## src/rtl/cqb_regs.vh

```
`ifndef CQB_REGS_VH
`define CQB_REGS_VH

// register addresses, 7-bit space
`define CQB_ADDR_W            7
`define CQB_OFF_LINE_B_CTRL   7'h07
`define CQB_OFF_LINE_A_ERR    7'h08

// line_b_control field positions
`define CQB_RATE_HI           7
`define CQB_RATE_LO           6
`define CQB_AUTO_CONNECT      5
`define CQB_MANUAL_WAKE       4
`define CQB_TX_CLEAR          3
`define CQB_RX_CLEAR          2
`define CQB_TIMER_ARM         1
`define CQB_SEND              0

// line_a_error_flags field positions
`define CQB_SEND_FAULT_A      7

// reset values
`define CQB_CTRL_RESET        8'h00
`define CQB_ERR_RESET         8'h00
`define CQB_RATE_FAIL         2'h0

// serial frame: command byte, data byte
`define CQB_SPI_RW_BIT        7
`define CQB_SPI_LAST_CMD      5'h07
`define CQB_SPI_FIRST_DATA    5'h08
`define CQB_SPI_LAST_BIT      5'h0f

// timing: 80 us wake pulse at 10 MHz, detection timeout
`define CQB_WAKE_CYC          17'h00320
`define CQB_DETECT_WAIT_CYC   17'h0c350

`endif

```

## src/rtl/cqb_spi_slave.v

```verilog
`timescale 1ns/1ps
`include "cqb_regs.vh"

// serial slave, mode 0, msb first: bit 7 of the command byte is 1 for read
module cqb_spi_slave (
    input  wire                    clk_in,    // core clock
    input  wire                    rst_in,    // synchronous reset
    input  wire                    sclk_in,   // serial clock pin
    input  wire                    cs_n_in,   // chip select pin, active low
    input  wire                    mosi_in,   // serial data in pin
    output wire                    miso_out,  // serial data out
    output reg  [`CQB_ADDR_W-1:0]  addr_out,  // register address of the frame
    output reg  [7:0]              wdata_out, // write data
    output reg                     wr_out,    // write strobe, one cycle
    output reg                     rd_out,    // read strobe, one cycle
    input  wire [7:0]              rdata_in   // read data for addr_out
);
    reg        sclk_s1, sclk_s2, sclk_s3; // clock synchroniser and edge stage
    reg        cs_s1, cs_s2;              // select synchroniser
    reg        mosi_s1, mosi_s2;          // data synchroniser
    reg [4:0]  cnt_q;                     // bits taken in this frame
    reg [6:0]  sh_q;                      // input shift register
    reg [7:0]  tx_q;                      // output shift register
    reg        rw_q;                      // 1 when the frame is a read
    wire       rise;                      // serial clock rising edge
    wire       fall;                      // serial clock falling edge

    assign rise     = sclk_s2 & ~sclk_s3;
    assign fall     = ~sclk_s2 & sclk_s3;
    assign miso_out = tx_q[7];

    // pin synchronisers, second stage feeds the logic
    always @(posedge clk_in)
    begin
        if (rst_in)
        begin
            sclk_s1 <= 1'b0;
            sclk_s2 <= 1'b0;
            sclk_s3 <= 1'b0;
            cs_s1   <= 1'b1;
            cs_s2   <= 1'b1;
            mosi_s1 <= 1'b0;
            mosi_s2 <= 1'b0;
        end
        else
        begin
            sclk_s1 <= sclk_in;
            sclk_s2 <= sclk_s1;
            sclk_s3 <= sclk_s2;
            cs_s1   <= cs_n_in;
            cs_s2   <= cs_s1;
            mosi_s1 <= mosi_in;
            mosi_s2 <= mosi_s1;
        end
    end

    // frame decoder and shifter
    always @(posedge clk_in)
    begin
        if (rst_in)
        begin
            cnt_q     <= 5'h00;
            sh_q      <= 7'h00;
            tx_q      <= 8'h00;
            rw_q      <= 1'b0;
            addr_out  <= {`CQB_ADDR_W{1'b0}};
            wdata_out <= 8'h00;
            wr_out    <= 1'b0;
            rd_out    <= 1'b0;
        end
        else
        begin
            wr_out <= 1'b0;
            rd_out <= 1'b0;
            if (cs_s2)
            begin
                // deselected: frame aborted, output idles low
                cnt_q <= 5'h00;
                tx_q  <= 8'h00;
            end
            else if (rd_out)
                // load read data before clear-on-read lands
                tx_q <= rdata_in;
            else if (rise)
            begin
                sh_q  <= {sh_q[5:0], mosi_s2};
                cnt_q <= cnt_q + 5'h01;
                if (cnt_q == `CQB_SPI_LAST_CMD)
                begin
                    // command byte complete
                    rw_q     <= sh_q[6];
                    addr_out <= {sh_q[5:0], mosi_s2};
                    rd_out   <= sh_q[6];
                end
                else if ((cnt_q == `CQB_SPI_LAST_BIT) && !rw_q)
                begin
                    // data byte complete on a write
                    wdata_out <= {sh_q, mosi_s2};
                    wr_out    <= 1'b1;
                end
            end
            else if (fall && (cnt_q > `CQB_SPI_FIRST_DATA))
                // bit 7 shown at load, shift the rest
                tx_q <= {tx_q[6:0], 1'b0};
        end
    end
endmodule // cqb_spi_slave

```

## src/rtl/cqb_line_ctrl.v

```verilog
// Function
// [RULE_01] successful connect stores detected rate code
// [RULE_02] auto connect bit starts wake and detection
// [RULE_03] boost current limit during wake, config unchanged
// [RULE_04] failed connect: irq, clear bit, rate zero
// [RULE_05] host enables frame engine before auto connect
// [RULE_06] success captures field period for reading
// [RULE_07] manual wake bit sends wake pulse now
// [RULE_08] after manual wake, transceiver to receive
// [RULE_09] manual wake bit self clears when done
// [RULE_10] manual wake serves host-run connect sequences
// [RULE_11] tx clear bit empties transmit queue
// [RULE_12] rx clear bit empties receive queue
// [RULE_13] timer arm bit arms, does not start
// [RULE_14] armed timer starts on send or trigger
// [RULE_15] clearing arm stops timer at once
// [RULE_16] send bit: transmit mode, send queued message
// [RULE_17] message done and queue empty: receive mode
// [RULE_18] send bit clears itself automatically
// [RULE_19] line a send fault sets error flag
// [RULE_20] reading line a error register clears flag
`timescale 1ns/1ps
`include "cqb_regs.vh"

module cqb_line_ctrl #(
    parameter [16:0] DETECT_WAIT_CYC = `CQB_DETECT_WAIT_CYC // rate detection timeout
) (
    input  wire        CORE_CLK_IN,        // core clock, 10 MHz
    input  wire        RST_IN,             // synchronous reset, active high
    input  wire        SPI_SCLK_IN,        // serial clock from host
    input  wire        SPI_CS_N_IN,        // serial select from host, active low
    input  wire        SPI_MOSI_IN,        // serial data from host
    output wire        SPI_MISO_OUT,       // serial data to host
    input  wire        RATE_DONE_IN,       // detector found a rate, pulse
    input  wire        RATE_FAIL_IN,       // detector gave up, pulse
    input  wire [1:0]  RATE_CODE_IN,       // detected rate code
    input  wire [7:0]  FIELD_PERIOD_IN,    // field device cycle time from detector
    input  wire        TX_MSG_DONE_IN,     // framer finished the master message
    input  wire        TX_QUEUE_EMPTY_IN,  // transmit queue holds no data
    input  wire        TIMER_TRIGGER_IN,   // trigger command for the cycle timer
    input  wire        SEND_FAULT_A_IN,    // line a message not sent properly, pulse
    output reg         LINE_B_TX_EN_OUT,   // 1 transmit mode, 0 receive mode
    output reg         LINE_B_WAKE_OUT,    // wake-up pulse being driven
    output reg         CURRENT_BOOST_OUT,  // internal current limit raised
    output reg         WAKE_DONE_IRQ_OUT,  // wake_done_irq event, pulse
    output reg         TX_QUEUE_CLEAR_OUT, // empty tx_queue_b, pulse
    output reg         RX_QUEUE_CLEAR_OUT, // empty rx_queue, pulse
    output reg         SEND_START_OUT,     // framer starts the message, pulse
    output reg         TIMER_RUN_OUT,      // cycle timer counting
    output reg  [7:0]  FIELD_PERIOD_B_OUT  // field_period_b register contents
);
    // sequencer states
    localparam [1:0] ST_IDLE   = 2'h0; // nothing running
    localparam [1:0] ST_WAKE   = 2'h1; // driving the wake-up pulse
    localparam [1:0] ST_DETECT = 2'h2; // waiting for rate detection
    localparam [1:0] ST_SEND   = 2'h3; // master message on the line

    localparam [16:0] WAKE_CYC = `CQB_WAKE_CYC; // wake pulse length in cycles

    wire [`CQB_ADDR_W-1:0] addr;      // frame address from serial slave
    wire [7:0]             wdata;     // frame write data
    wire                   wr;        // write strobe
    wire                   rd;        // read strobe
    reg  [7:0]             rdata;     // read mux

    reg  [7:0]  ctrl_q, ctrl_d;       // line_b_control
    reg  [7:0]  err_q, err_d;         // line_a_error_flags
    reg  [1:0]  st_q, st_d;           // sequencer state
    reg  [16:0] cnt_q, cnt_d;         // wake and timeout counter
    reg         auto_q, auto_d;       // current wake belongs to auto connect

    wire wr_ctrl;                     // write to line_b_control
    wire rd_err;                      // read of line_a_error_flags

    // address match shared by read and write decode
    function hit;
        input [`CQB_ADDR_W-1:0] a;
        input [`CQB_ADDR_W-1:0] off;
        begin
            hit = (a == off);
        end
    endfunction

    assign wr_ctrl = wr & hit(addr, `CQB_OFF_LINE_B_CTRL);
    assign rd_err  = rd & hit(addr, `CQB_OFF_LINE_A_ERR);

    // host serial port
    cqb_spi_slave u_spi (
        .clk_in    (CORE_CLK_IN),
        .rst_in    (RST_IN),
        .sclk_in   (SPI_SCLK_IN),
        .cs_n_in   (SPI_CS_N_IN),
        .mosi_in   (SPI_MOSI_IN),
        .miso_out  (SPI_MISO_OUT),
        .addr_out  (addr),
        .wdata_out (wdata),
        .wr_out    (wr),
        .rd_out    (rd),
        .rdata_in  (rdata)
    );

    // read mux, unmapped addresses read zero
    always @*
    begin
        if (hit(addr, `CQB_OFF_LINE_B_CTRL))
            rdata = ctrl_q;
        else if (hit(addr, `CQB_OFF_LINE_A_ERR))
            rdata = err_q;
        else
            rdata = 8'h00;
    end

    // error flags: set wins over clear-on-read
    always @*
    begin
        err_d = err_q;
        // [RULE_20] clear on read
        if (rd_err)
            err_d = `CQB_ERR_RESET;
        // [RULE_19] flag send fault
        if (SEND_FAULT_A_IN)
            err_d[`CQB_SEND_FAULT_A] = 1'b1;
    end

    // control register and sequencer next state
    always @*
    begin
        ctrl_d = ctrl_q;
        st_d   = st_q;
        cnt_d  = cnt_q;
        auto_d = auto_q;
        // queue clear bits are one-shot
        ctrl_d[`CQB_TX_CLEAR] = 1'b0;
        ctrl_d[`CQB_RX_CLEAR] = 1'b0;
        if (wr_ctrl)
        begin
            // rate and arm bits: host storage
            ctrl_d[`CQB_RATE_HI:`CQB_RATE_LO] = wdata[`CQB_RATE_HI:`CQB_RATE_LO];
            ctrl_d[`CQB_TIMER_ARM] = wdata[`CQB_TIMER_ARM];
            // [RULE_11] empty transmit queue
            ctrl_d[`CQB_TX_CLEAR] = wdata[`CQB_TX_CLEAR];
            // [RULE_12] empty receive queue
            ctrl_d[`CQB_RX_CLEAR] = wdata[`CQB_RX_CLEAR];
        end
        case (st_q)
            ST_IDLE:
            begin
                cnt_d = 17'h00000;
                if (wr_ctrl && wdata[`CQB_AUTO_CONNECT])
                begin
                    // [RULE_02] start auto connect; relies on frame engine on
                    ctrl_d[`CQB_AUTO_CONNECT] = 1'b1;
                    auto_d = 1'b1;
                    st_d   = ST_WAKE;
                end
                else if (wr_ctrl && wdata[`CQB_MANUAL_WAKE])
                begin
                    // [RULE_07] wake pulse at once, no detection
                    ctrl_d[`CQB_MANUAL_WAKE] = 1'b1;
                    auto_d = 1'b0;
                    st_d   = ST_WAKE;
                end
                else if (wr_ctrl && wdata[`CQB_SEND])
                begin
                    // [RULE_16] start master message
                    ctrl_d[`CQB_SEND] = 1'b1;
                    st_d = ST_SEND;
                end
            end
            ST_WAKE:
            begin
                cnt_d = cnt_q + 17'h00001;
                if (cnt_q == WAKE_CYC - 17'h00001)
                begin
                    cnt_d = 17'h00000;
                    if (auto_q)
                        st_d = ST_DETECT;
                    else
                    begin
                        // [RULE_09] manual wake bit self clears
                        ctrl_d[`CQB_MANUAL_WAKE] = 1'b0;
                        st_d = ST_IDLE;
                    end
                end
            end
            ST_DETECT:
            begin
                cnt_d = cnt_q + 17'h00001;
                if (RATE_DONE_IN)
                begin
                    // [RULE_01] store detected rate
                    ctrl_d[`CQB_RATE_HI:`CQB_RATE_LO] = RATE_CODE_IN;
                    ctrl_d[`CQB_AUTO_CONNECT] = 1'b0;
                    st_d = ST_IDLE;
                end
                else if (RATE_FAIL_IN || (cnt_q == DETECT_WAIT_CYC - 17'h00001))
                begin
                    // [RULE_04] failure forces rate to zero
                    ctrl_d[`CQB_RATE_HI:`CQB_RATE_LO] = `CQB_RATE_FAIL;
                    ctrl_d[`CQB_AUTO_CONNECT] = 1'b0;
                    st_d = ST_IDLE;
                end
            end
            ST_SEND:
            begin
                // [RULE_17] back to receive when done and empty
                if (TX_MSG_DONE_IN && TX_QUEUE_EMPTY_IN)
                begin
                    // [RULE_18] send bit self clears
                    ctrl_d[`CQB_SEND] = 1'b0;
                    st_d = ST_IDLE;
                end
            end
            default:
                st_d = ST_IDLE;
        endcase
    end

    // state registers
    always @(posedge CORE_CLK_IN)
    begin
        if (RST_IN)
        begin
            ctrl_q <= `CQB_CTRL_RESET;
            err_q  <= `CQB_ERR_RESET;
            st_q   <= ST_IDLE;
            cnt_q  <= 17'h00000;
            auto_q <= 1'b0;
        end
        else
        begin
            ctrl_q <= ctrl_d;
            err_q  <= err_d;
            st_q   <= st_d;
            cnt_q  <= cnt_d;
            auto_q <= auto_d;
        end
    end

    // line, timer and event outputs, each from a flip-flop
    always @(posedge CORE_CLK_IN)
    begin
        if (RST_IN)
        begin
            LINE_B_TX_EN_OUT   <= 1'b0;
            LINE_B_WAKE_OUT    <= 1'b0;
            CURRENT_BOOST_OUT  <= 1'b0;
            WAKE_DONE_IRQ_OUT  <= 1'b0;
            TX_QUEUE_CLEAR_OUT <= 1'b0;
            RX_QUEUE_CLEAR_OUT <= 1'b0;
            SEND_START_OUT     <= 1'b0;
            TIMER_RUN_OUT      <= 1'b0;
            FIELD_PERIOD_B_OUT <= 8'h00;
        end
        else
        begin
            // [RULE_08] transmit only while waking or sending
            LINE_B_TX_EN_OUT <= (st_d == ST_WAKE) || (st_d == ST_SEND);
            LINE_B_WAKE_OUT  <= (st_d == ST_WAKE);
            // [RULE_03] boost only during an auto connect wake pulse
            CURRENT_BOOST_OUT <= (st_d == ST_WAKE) && auto_d;
            // [RULE_02] event when the detect phase ends, on success or on failure
            WAKE_DONE_IRQ_OUT <= (st_q == ST_DETECT) && (st_d == ST_IDLE);
            TX_QUEUE_CLEAR_OUT <= ctrl_d[`CQB_TX_CLEAR];
            RX_QUEUE_CLEAR_OUT <= ctrl_d[`CQB_RX_CLEAR];
            SEND_START_OUT <= (st_q == ST_IDLE) && (st_d == ST_SEND);
            // [RULE_06] capture field period on success
            if ((st_q == ST_DETECT) && RATE_DONE_IN)
                FIELD_PERIOD_B_OUT <= FIELD_PERIOD_IN;
            // [RULE_15] disarm stops the timer at once
            if (!ctrl_d[`CQB_TIMER_ARM])
                TIMER_RUN_OUT <= 1'b0;
            // [RULE_14] armed timer starts on send or trigger
            else if (SEND_START_OUT || TIMER_TRIGGER_IN)
                TIMER_RUN_OUT <= 1'b1;
            // [RULE_13] arming alone leaves the timer as it was
        end
    end
endmodule // cqb_line_ctrl

```

## config.mk

```make
export PLATFORM = sky130hd
export DESIGN_NAME = cqb_line_ctrl
export DESIGN_NICKNAME = d
export VERILOG_FILES = /design/src/rtl/cqb_spi_slave.v /design/src/rtl/cqb_line_ctrl.v
export VERILOG_INCLUDE_DIRS = /design/src /design/src/rtl
export SDC_FILE = /design/constraint.sdc
export NUM_CORES = 1
export LEC_CHECK = 0
export BUFFER_PORTS_ARGS = -buffer_cell sky130_fd_sc_hd__buf_2
export CAP_MARGIN = 20
export CORE_ASPECT_RATIO = 1.1
export CORE_UTILIZATION = 64
export CTS_BUF_LIST = sky130_fd_sc_hd__clkbuf_8
export CTS_CLUSTER_SIZE = 40
export DETAILED_ROUTE_END_ITERATION = 16
export MAX_ROUTING_LAYER = met4
export PLACE_DENSITY = 0.92
export SYNTH_ARGS = -nofsm -noshare
export SYNTH_HDL_FRONTEND = slang
export SYNTH_SLANG_ARGS = --single-unit
```

## constraint.sdc

```tcl
create_clock -name CORE_CLK_IN -period 5.45 [get_ports CORE_CLK_IN]
set_input_delay 1.09 -clock CORE_CLK_IN [delete_from_list [all_inputs] [get_ports CORE_CLK_IN]]
set_output_delay 1.09 -clock CORE_CLK_IN [all_outputs]
set_load 0.02 [all_outputs]
```

==> results of run 1 <==
-- routing by layer --
layer  vias to the layer above  GRT usage (%)
li1                       1527              -
met1                      1422           33.1
met2                        90           46.5
met3                        11           4.73
met4                         0           11.5
met5                         -              -
-- how the worst max path moves through the flow --
stage | depth (start not counted) | startpoint | to | slack [ns]
after floorplan | 5 | RATE_FAIL_IN | CURRENT_BOOST_OUT | 3.17
after global placement | 5 | u_spi.rd_out | u_spi.wdata_out[6] | 2.88
after detailed placement | 5 | u_spi.rd_out | u_spi.wdata_out[2] | 2.74
after CTS | 5 | u_spi.rd_out | u_spi.wdata_out[2] | 2.69
after global routing | 5 | u_spi.rd_out | u_spi.addr_out[5] | 2.59
final | 5 | u_spi.rd_out | u_spi.addr_out[5] | 2.78
-- cell usage after synthesis, drive strengths merged, types with 2 or more instances --
master and number:
and3 5, a211oi 7, nand2 59, xnor2 15, nor2b 15, a21oi 41
clkbuf 14, nor4 3, nand3 14, dfxtp 88, or2 3, o21ai 8
nor2 51, buf 3, nor3 11, nor3b 6, nand4b 2, o31ai 2
inv 12, or3 2, nand4 3, mux2 3, xor2 3, and4b 3
a31oi 3, or4 2, mux2i 8, a41oi 2, o211a 2, o21bai 4
ha 9, or3b 2, nand2b 3, o21ba 2
-- power groups by stage --
stage / sequential (mW) / combinational, mW / clock, mW
2_1_floorplan: 0.662 / 0.0126 / 0
3_3_place_gp: 0.663 / 0.0214 / 0
3_5_place_dp: 0.663 / 0.0218 / 0
4_1_cts: 0.648 / 0.0218 / 0.442
5_1_grt: 0.648 / 0.0245 / 0.463
6_report: 0.648 / 0.0219 / 0.435
-- registers in the layout, indices dropped and copies added (netlist names), 2 cells and up --
register,flops
u_spi.cnt_q,5
FIELD_PERIOD_B_OUT,8
st_q,2
u_spi.wdata_out,8
u_spi.addr_out,7
u_spi.sh_q,7
u_spi.tx_q,8
ctrl_q,8
cnt_q,17
-- cell type report --
| cell class | instances | share of cell area [%] |
|---|---|---|
| well taps | 75 | 2.26 |
| inverters | 12 | 1.09 |
| repair buffers | 38 | 4.64 |
| clock inverters | 5 | 1.21 |
| flip-flops and latches | 88 | 42.4 |
| clock buffers | 10 | 3.32 |
| multi-input cells | 308 | 45.0 |
-- metrics by stage --
step / util [%] / hold slack [ns] / power, mW
after floorplan: - / 0.389 / 0.675
after global routing: 75.5 / 0.423 / 1.14
after detailed placement: 71.9 / 0.397 / 0.685
final: 75.5 / 0.414 / 1.10
after CTS: 75.3 / 0.417 / 1.11
after global placement: 71.9 / 0.391 / 0.684
-- cells by family (layout without fill, tap and decap cells) --
logic type | after synthesis | after routing
AOI/OAI and AO/OA | 82 | 82
xor gates and xnor gates | 18 | 18
adders and majority gates | 9 | 9
buffers and inverters | 29 | 65
DFF | 88 | 88
muxes | 11 | 11
and+or+nand+nor | 188 | 188
-- critical path, cell delays in order, from the launching register on --
cell     delay [ns]
dfxtp_1        0.43
nor3b_2        0.50
nor2b_1        0.83
nand2_1        0.45
nand2_1        0.21
a21oi_1        0.08
==> results.rst, run 1 <==
.. list-table::
   :header-rows: 1

   * - Metric
     - Value
   * - Result of the run
     - finished clean
   * - Combinational share of power
     - 2.0%
   * - RSZ-0062 raised after global routing
     - no
   * - Storage cell area
     - 1760 um^2
   * - Per-cell routed wire length
     - 14.3 um
   * - Number of remaining DRC errors
     - 0
   * - Clock Sink Count
     - 88
   * - Core outline area
     - 5500 um^2
   * - Category of the most critical setup path
     - flop to flop
   * - TritonCTS clock tree
     - yes
   * - Combinational family with the most area after synthesis
     - simple AND/OR/NAND/NOR gates
   * - Class of the worst hold path
     - flop to flop
   * - Net switching power
     - 0.232 mW
   * - First drt pass iteration count
     - 4
   * - Commonest register cell after synthesis
     - dfxtp_1
   * - Count of vias placed by the detailed router
     - 3050
   * - Hold worst-path end
     - u_spi.cs_s2
   * - Power density cells
     - 266 nW/um^2
   * - LEAKAGE
     - 1.54 nW
   * - Remaining antenna violation count after routing
     - 0
   * - Sequential Power Share
     - 58.6%
   * - Required time of the worst setup path
     - 5.64 ns
   * - Avg Synthesized Cell Area
     - 8.81 um^2
   * - Most common cell after layout, fill and taps aside
     - dfxtp_1
   * - Length of routed met2 wiring
     - 3.88 mm
   * - Relative contribution of the clock network to total power
     - 39.4%
   * - Number of DRC markers after the initial detailed-route iteration
     - 206
   * - Net Count, Synth
     - 455
   * - WL final
     - 7.65 mm
   * - Post-Place Cells
     - 520
   * - Share of the synthesized area in compound gates (AO/OA/AOI/OAI)
     - 14.5%
   * - GR Util All Layers
     - 27.8%
   * - Final standard cell count with taps included and fillers excluded
     - 536
   * - Commonest cells after routing, fill and taps aside
     - dfxtp_1 (88), nand2_1 (59), nor2_1 (51)
   * - Floorplan die width
     - 74.9 um
   * - Netlist area before placement
     - 3740 um^2
   * - Hold Startpoint
     - u_spi.cs_s1
   * - Place WS
     - 2.74 ns
   * - DR vias/cell
     - 5.69
   * - CTS max path bufs
     - 2
   * - Final critical-path share of the clock period
     - 49.0%
   * - Antenna cells
     - 0
   * - Gpl congestion
     - 0.918
   * - Share of the yosys chip area belonging to registers
     - 47.1%
   * - Number of hold-slack violations in the final timing report
     - 0
   * - H-tree depth
     - 3
   * - Post-cts repair resize count
     - 0
   * - Instance count along the most critical hold path
     - 1
   * - Critical path data arrival time
     - 2.86 ns
   * - Clock root buffer
     - clkbuf_8
   * - Fill count
     - 407
   * - Post-CTS clock slew at the launch and capture registers of the worst setup and hold paths
     - 0.09 ns
   * - Adder-cell share of the synthesized area
     - 3.01%
   * - Top Ports
     - 38
   * - Number of enable flip-flop cells after synthesis
     - 0
   * - Number of port buffers
     - 37
   * - Worst flop-to-flop path endpoint
     - u_spi.addr_out[5]
   * - Full die area
     - 6160 um^2
   * - Multi-input gate area
     - 1870 um^2
   * - Top cells by area, synth
     - dfxtp_1 (47%), nand2_1 (5.9%), a21oi_1 (5.5%)
   * - Number of setup buffers added after CTS
     - 0
   * - Number of distinct library cell variants in the gate-level netlist after synthesis
     - 56
   * - Share of synthesized area spent on multiplexers
     - 3.04%
   * - Cell area after placement
     - 3960 um^2
   * - Share of the synthesized netlist area taken by xor and xnor gates
     - 4.21%
   * - Half-perimeter wire length after placement
     - 5.30 mm
   * - Final critical delay including setup and external delays
     - 2.67 ns
   * - RR Startpoint
     - u_spi.rd_out
   * - Highest metal used
     - met4
   * - Post-Layout Inst Area
     - 4150 um^2
   * - Final number of max-transition violations
     - 0
   * - Register-to-register path setup slack
     - 2.78 ns
   * - Total negative slack for setup checks
     - 0 ns
   * - Global-route wire length before repair
     - 12.6 mm
   * - Worst-margin pin slew
     - 1.06 ns
   * - Instance count of the mapped netlist
     - 425
   * - Simple-gate portion of the synthesized area
     - 25.0%
   * - M1 wire length
     - 3.34 mm
   * - Area share of the largest cell type after synthesis
     - 47.1%
   * - Max Cap Viol
     - 0
   * - Largest vdd supply drop
     - 0.268 mV
   * - Number of storage elements in the synthesis netlist
     - 88
   * - Setup clock skew after layout
     - 0.0102 ns
   * - Cts bufs inserted
     - 9
   * - Leading area contributor after synthesis
     - dfxtp_1
   * - Type of destination of the critical path
     - flop
   * - Initial antenna violation count
     - 0
   * - Share of flip-flops with an asynchronous set or reset
     - 0%
   * - Layout area overhead
     - 10.9%
   * - Die Y
     - 82.2 um
   * - CP max FO
     - 16
   * - R2r worst-path depth
     - 5
   * - Count of endpoints failing setup in the final report
     - 0
   * - Post-route setup slack
     - 2.78 ns
   * - Hold-fix buffer count after cts
     - 0
   * - Vias in the first global route
     - 2772
   * - Number of nets in the layout
     - 487
   * - Length of routed met3 wiring
     - 348 um
   * - Fraction of power spent switching nets
     - 21.0%
   * - Largest net degree at the start of global routing
     - 60
   * - Leftover overflow at the end of global routing
     - 0
   * - Source-to-sink clock delay at the later pin of the worst-skew pair
     - 0.36 ns
   * - Number of cell rows
     - 28
   * - Internal power
     - 0.873 mW
   * - Nature of the critical path startpoint
     - flop
   * - Highest clock frequency the design can meet
     - 374 MHz
   * - Max transition margin
     - 29.0%
   * - Yosys synthesis warning count
     - 0
   * - Initial core utilization
     - 68.0%
   * - Fraction of layout instances using a drive strength above 1
     - 15.4%
(Power assumes the default switching activity.)
==> run 2, diff against run 1 <==
--- a/config.mk
+++ b/config.mk
@@ -9,12 +9,12 @@
 export BUFFER_PORTS_ARGS = -buffer_cell sky130_fd_sc_hd__buf_2
 export CAP_MARGIN = 20
 export CORE_ASPECT_RATIO = 1.1
-export CORE_UTILIZATION = 64
+export CORE_UTILIZATION = 61
 export CTS_BUF_LIST = sky130_fd_sc_hd__clkbuf_8
 export CTS_CLUSTER_SIZE = 40
 export DETAILED_ROUTE_END_ITERATION = 16
 export MAX_ROUTING_LAYER = met4
-export PLACE_DENSITY = 0.92
+export PLACE_DENSITY = 0.88
 export SYNTH_ARGS = -nofsm -noshare
 export SYNTH_HDL_FRONTEND = slang
 export SYNTH_SLANG_ARGS = --single-unit
==> constraint.sdc (replaced) <==
create_clock -name CORE_CLK_IN -period 2.8 [get_ports CORE_CLK_IN]
set_input_delay 0.56 -clock CORE_CLK_IN [delete_from_list [all_inputs] [get_ports CORE_CLK_IN]]
set_output_delay 0.56 -clock CORE_CLK_IN [all_outputs]
set_load 0.02 [all_outputs]
==> results.rst, run 2 (synthesis results as in run 1) <==
.. list-table::
   :header-rows: 1

   * - Metric
     - Value
   * - Most used routing layer in global routing
     - met2
   * - GRT met1 Usage
     - 30.6%
   * - Number of DRC markers after the initial detailed-route iteration
     - 207
   * - Count of endpoints failing setup in the final report
     - 0
   * - Post-CTS clock slew at the launch and capture registers of the worst setup and hold paths
     - 0.08 ns
   * - Cts bufs inserted
     - 9
   * - Worst-margin pin slew
     - 0.771 ns
   * - Cell area after placement
     - 4010 um^2
   * - Largest register FFs
     - 17
   * - LEAKAGE
     - 1.57 nW
   * - Worst flop-to-flop path endpoint
     - cnt_q[11]
   * - Highest clock frequency the design can meet
     - 470 MHz
   * - Final critical delay including setup and external delays
     - 2.13 ns
   * - Number of nets in the layout
     - 493
   * - Post-Layout Inst Area
     - 4220 um^2
   * - Ordered cell list for the critical path
     - or4_4, nor3_4, a21boi_2, o31ai_4, nor2_1
   * - Critical path buffer and inverter count
     - 0
   * - Core outline area
     - 5840 um^2
   * - Clock root buffer
     - clkbuf_8
   * - Layout area overhead
     - 12.7%
   * - Die Y
     - 84.2 um
   * - Source-to-sink clock delay at the later pin of the worst-skew pair
     - 0.36 ns
   * - Overall Power
     - 2.20 mW
   * - Power density cells
     - 521 nW/um^2
   * - Met3 global-route usage
     - 5.98%
   * - Result of the run
     - finished clean
   * - CTS max path bufs
     - 2
   * - Number of port buffers
     - 37
   * - CP max FO
     - 15
   * - Fill count
     - 429
   * - Timing endpoint of the critical path
     - cnt_q[11]
   * - Longest individual stage delay on the worst path
     - 0.53 ns
   * - DR vias/cell
     - 5.57
   * - Largest vdd supply drop
     - 0.588 mV
   * - RSZ-0062 raised after global routing
     - no
   * - Final-layout worst hold slack
     - 0.380 ns
   * - Antenna cells
     - 0
   * - Number of setup buffers added after CTS
     - 0
   * - Max transition margin
     - 48.6%
   * - Total negative slack for setup checks
     - 0 ns
   * - Type of destination of the critical path
     - flop
   * - Register-to-register path setup slack
     - 0.67 ns
   * - Class of the worst hold path
     - input pin to flop
   * - Vias in the first global route
     - 2858
   * - Floorplan die width
     - 76.7 um
   * - Category of the most critical setup path
     - flop to flop
   * - Half-perimeter wire length after placement
     - 5.47 mm
   * - Remaining antenna violation count after routing
     - 0
   * - Initial antenna violation count
     - 0
   * - Final critical-path share of the clock period
     - 75.9%
   * - Max Cap Viol
     - 0
   * - Full die area
     - 6450 um^2
   * - Multi-input gate area
     - 1870 um^2
   * - Routing usage on met2
     - 41.5%
   * - Number of hold-slack violations in the final timing report
     - 0
   * - Most common cell after layout, fill and taps aside
     - dfxtp_1
   * - Global-route wire length before repair
     - 12.8 mm
   * - Gpl congestion
     - 0.929
   * - Nature of the critical path startpoint
     - flop
   * - Final number of max-transition violations
     - 0
   * - Total stage count of the critical path
     - 5
   * - Register bank with the most flops
     - cnt_q
   * - Number of cell rows
     - 29
   * - RR Startpoint
     - cnt_q[10]
   * - H-tree depth
     - 3
   * - Per-cell routed wire length
     - 13.9 um
   * - GR Util All Layers
     - 26.1%
   * - Top Ports
     - 38
   * - Hold-fix buffer count after cts
     - 0
   * - Delay-heaviest family, CP
     - simple AND/OR/NAND/NOR gates
   * - Required time of the worst setup path
     - 3.02 ns
   * - Fraction of layout instances using a drive strength above 1
     - 16.9%
   * - CP max-delay cell
     - or4_4
   * - Launch point of the worst path
     - cnt_q[10]
   * - Setup clock skew after layout
     - 0.00722 ns
   * - R2r worst-path depth
     - 5
   * - Commonest cells after routing, fill and taps aside
     - dfxtp_1 (88), nand2_1 (59), nor2_1 (51)
   * - TritonCTS clock tree
     - yes
   * - First drt pass iteration count
     - 4
   * - Count of vias placed by the detailed router
     - 3034
   * - Initial core utilization
     - 64.1%
   * - Clock Sink Count
     - 88
   * - Storage cell area
     - 1760 um^2
   * - Post-cts repair resize count
     - 0
   * - Number of remaining DRC errors
     - 0
   * - WL final
     - 7.58 mm
   * - Largest net degree at the start of global routing
     - 45
   * - Leftover overflow at the end of global routing
     - 0
   * - Critical path data arrival time
     - 2.34 ns
[run 2: cell count changes in the layout (fill, tap and decap cells not counted)]
cell	delta
buf_4	+6
inv_1	-1
clkbuf_8	+1
inv_6	+1
[run 2: report_power, final]
| group | switching, mW | leakage (nW) | internal [mW] | total, mW |
|---|---|---|---|---|
| clock | 0.432 | 0.107 | 0.459 | 0.891 |
| combinational | 0.0267 | 0.755 | 0.0190 | 0.0457 |
| sequential | 0.00410 | 0.710 | 1.26 | 1.26 |
[run 2: worst min path at each step]
stage,slack (ns),cells past startpoint,startpoint,to
final,0.38,2,SPI_CS_N_IN,u_spi.cs_s1
after CTS,0.36,2,SPI_CS_N_IN,u_spi.cs_s1
after global routing,0.37,2,SPI_CS_N_IN,u_spi.cs_s1
after floorplan,0.39,1,u_spi.cs_s1,u_spi.cs_s2
after global placement,0.40,1,u_spi.cs_s1,u_spi.cs_s2
after detailed placement,0.40,1,u_spi.cs_s1,u_spi.cs_s2
[run 2: layout make-up]
class                      count  share of cell area, %
inverter                      12                   1.07
sequential                    88                   41.8
clock buffer                  11                   3.59
tap                           77                   2.28
timing repair buffer          44                   5.64
clock inverter                 5                   1.31
multi-input combinational    308                   44.3
[run 2: metrics by stage]
step | util [%] | worst slack (ns) | cells
2_1_floorplan | - | 0.924 | 425
3_3_place_gp | 68.6 | 0.750 | 529
3_5_place_dp | 68.6 | 0.665 | 529
4_1_cts | 72.2 | 0.651 | 545
5_1_grt | 72.2 | 0.482 | 545
6_report | 72.2 | 0.675 | 545
[run 2: routing by layer]
layer	up-vias	wire length, um
li1	1543	-
met2	70	3660
met5	-	0
met1	1407	3460
met3	14	288
met4	0	167
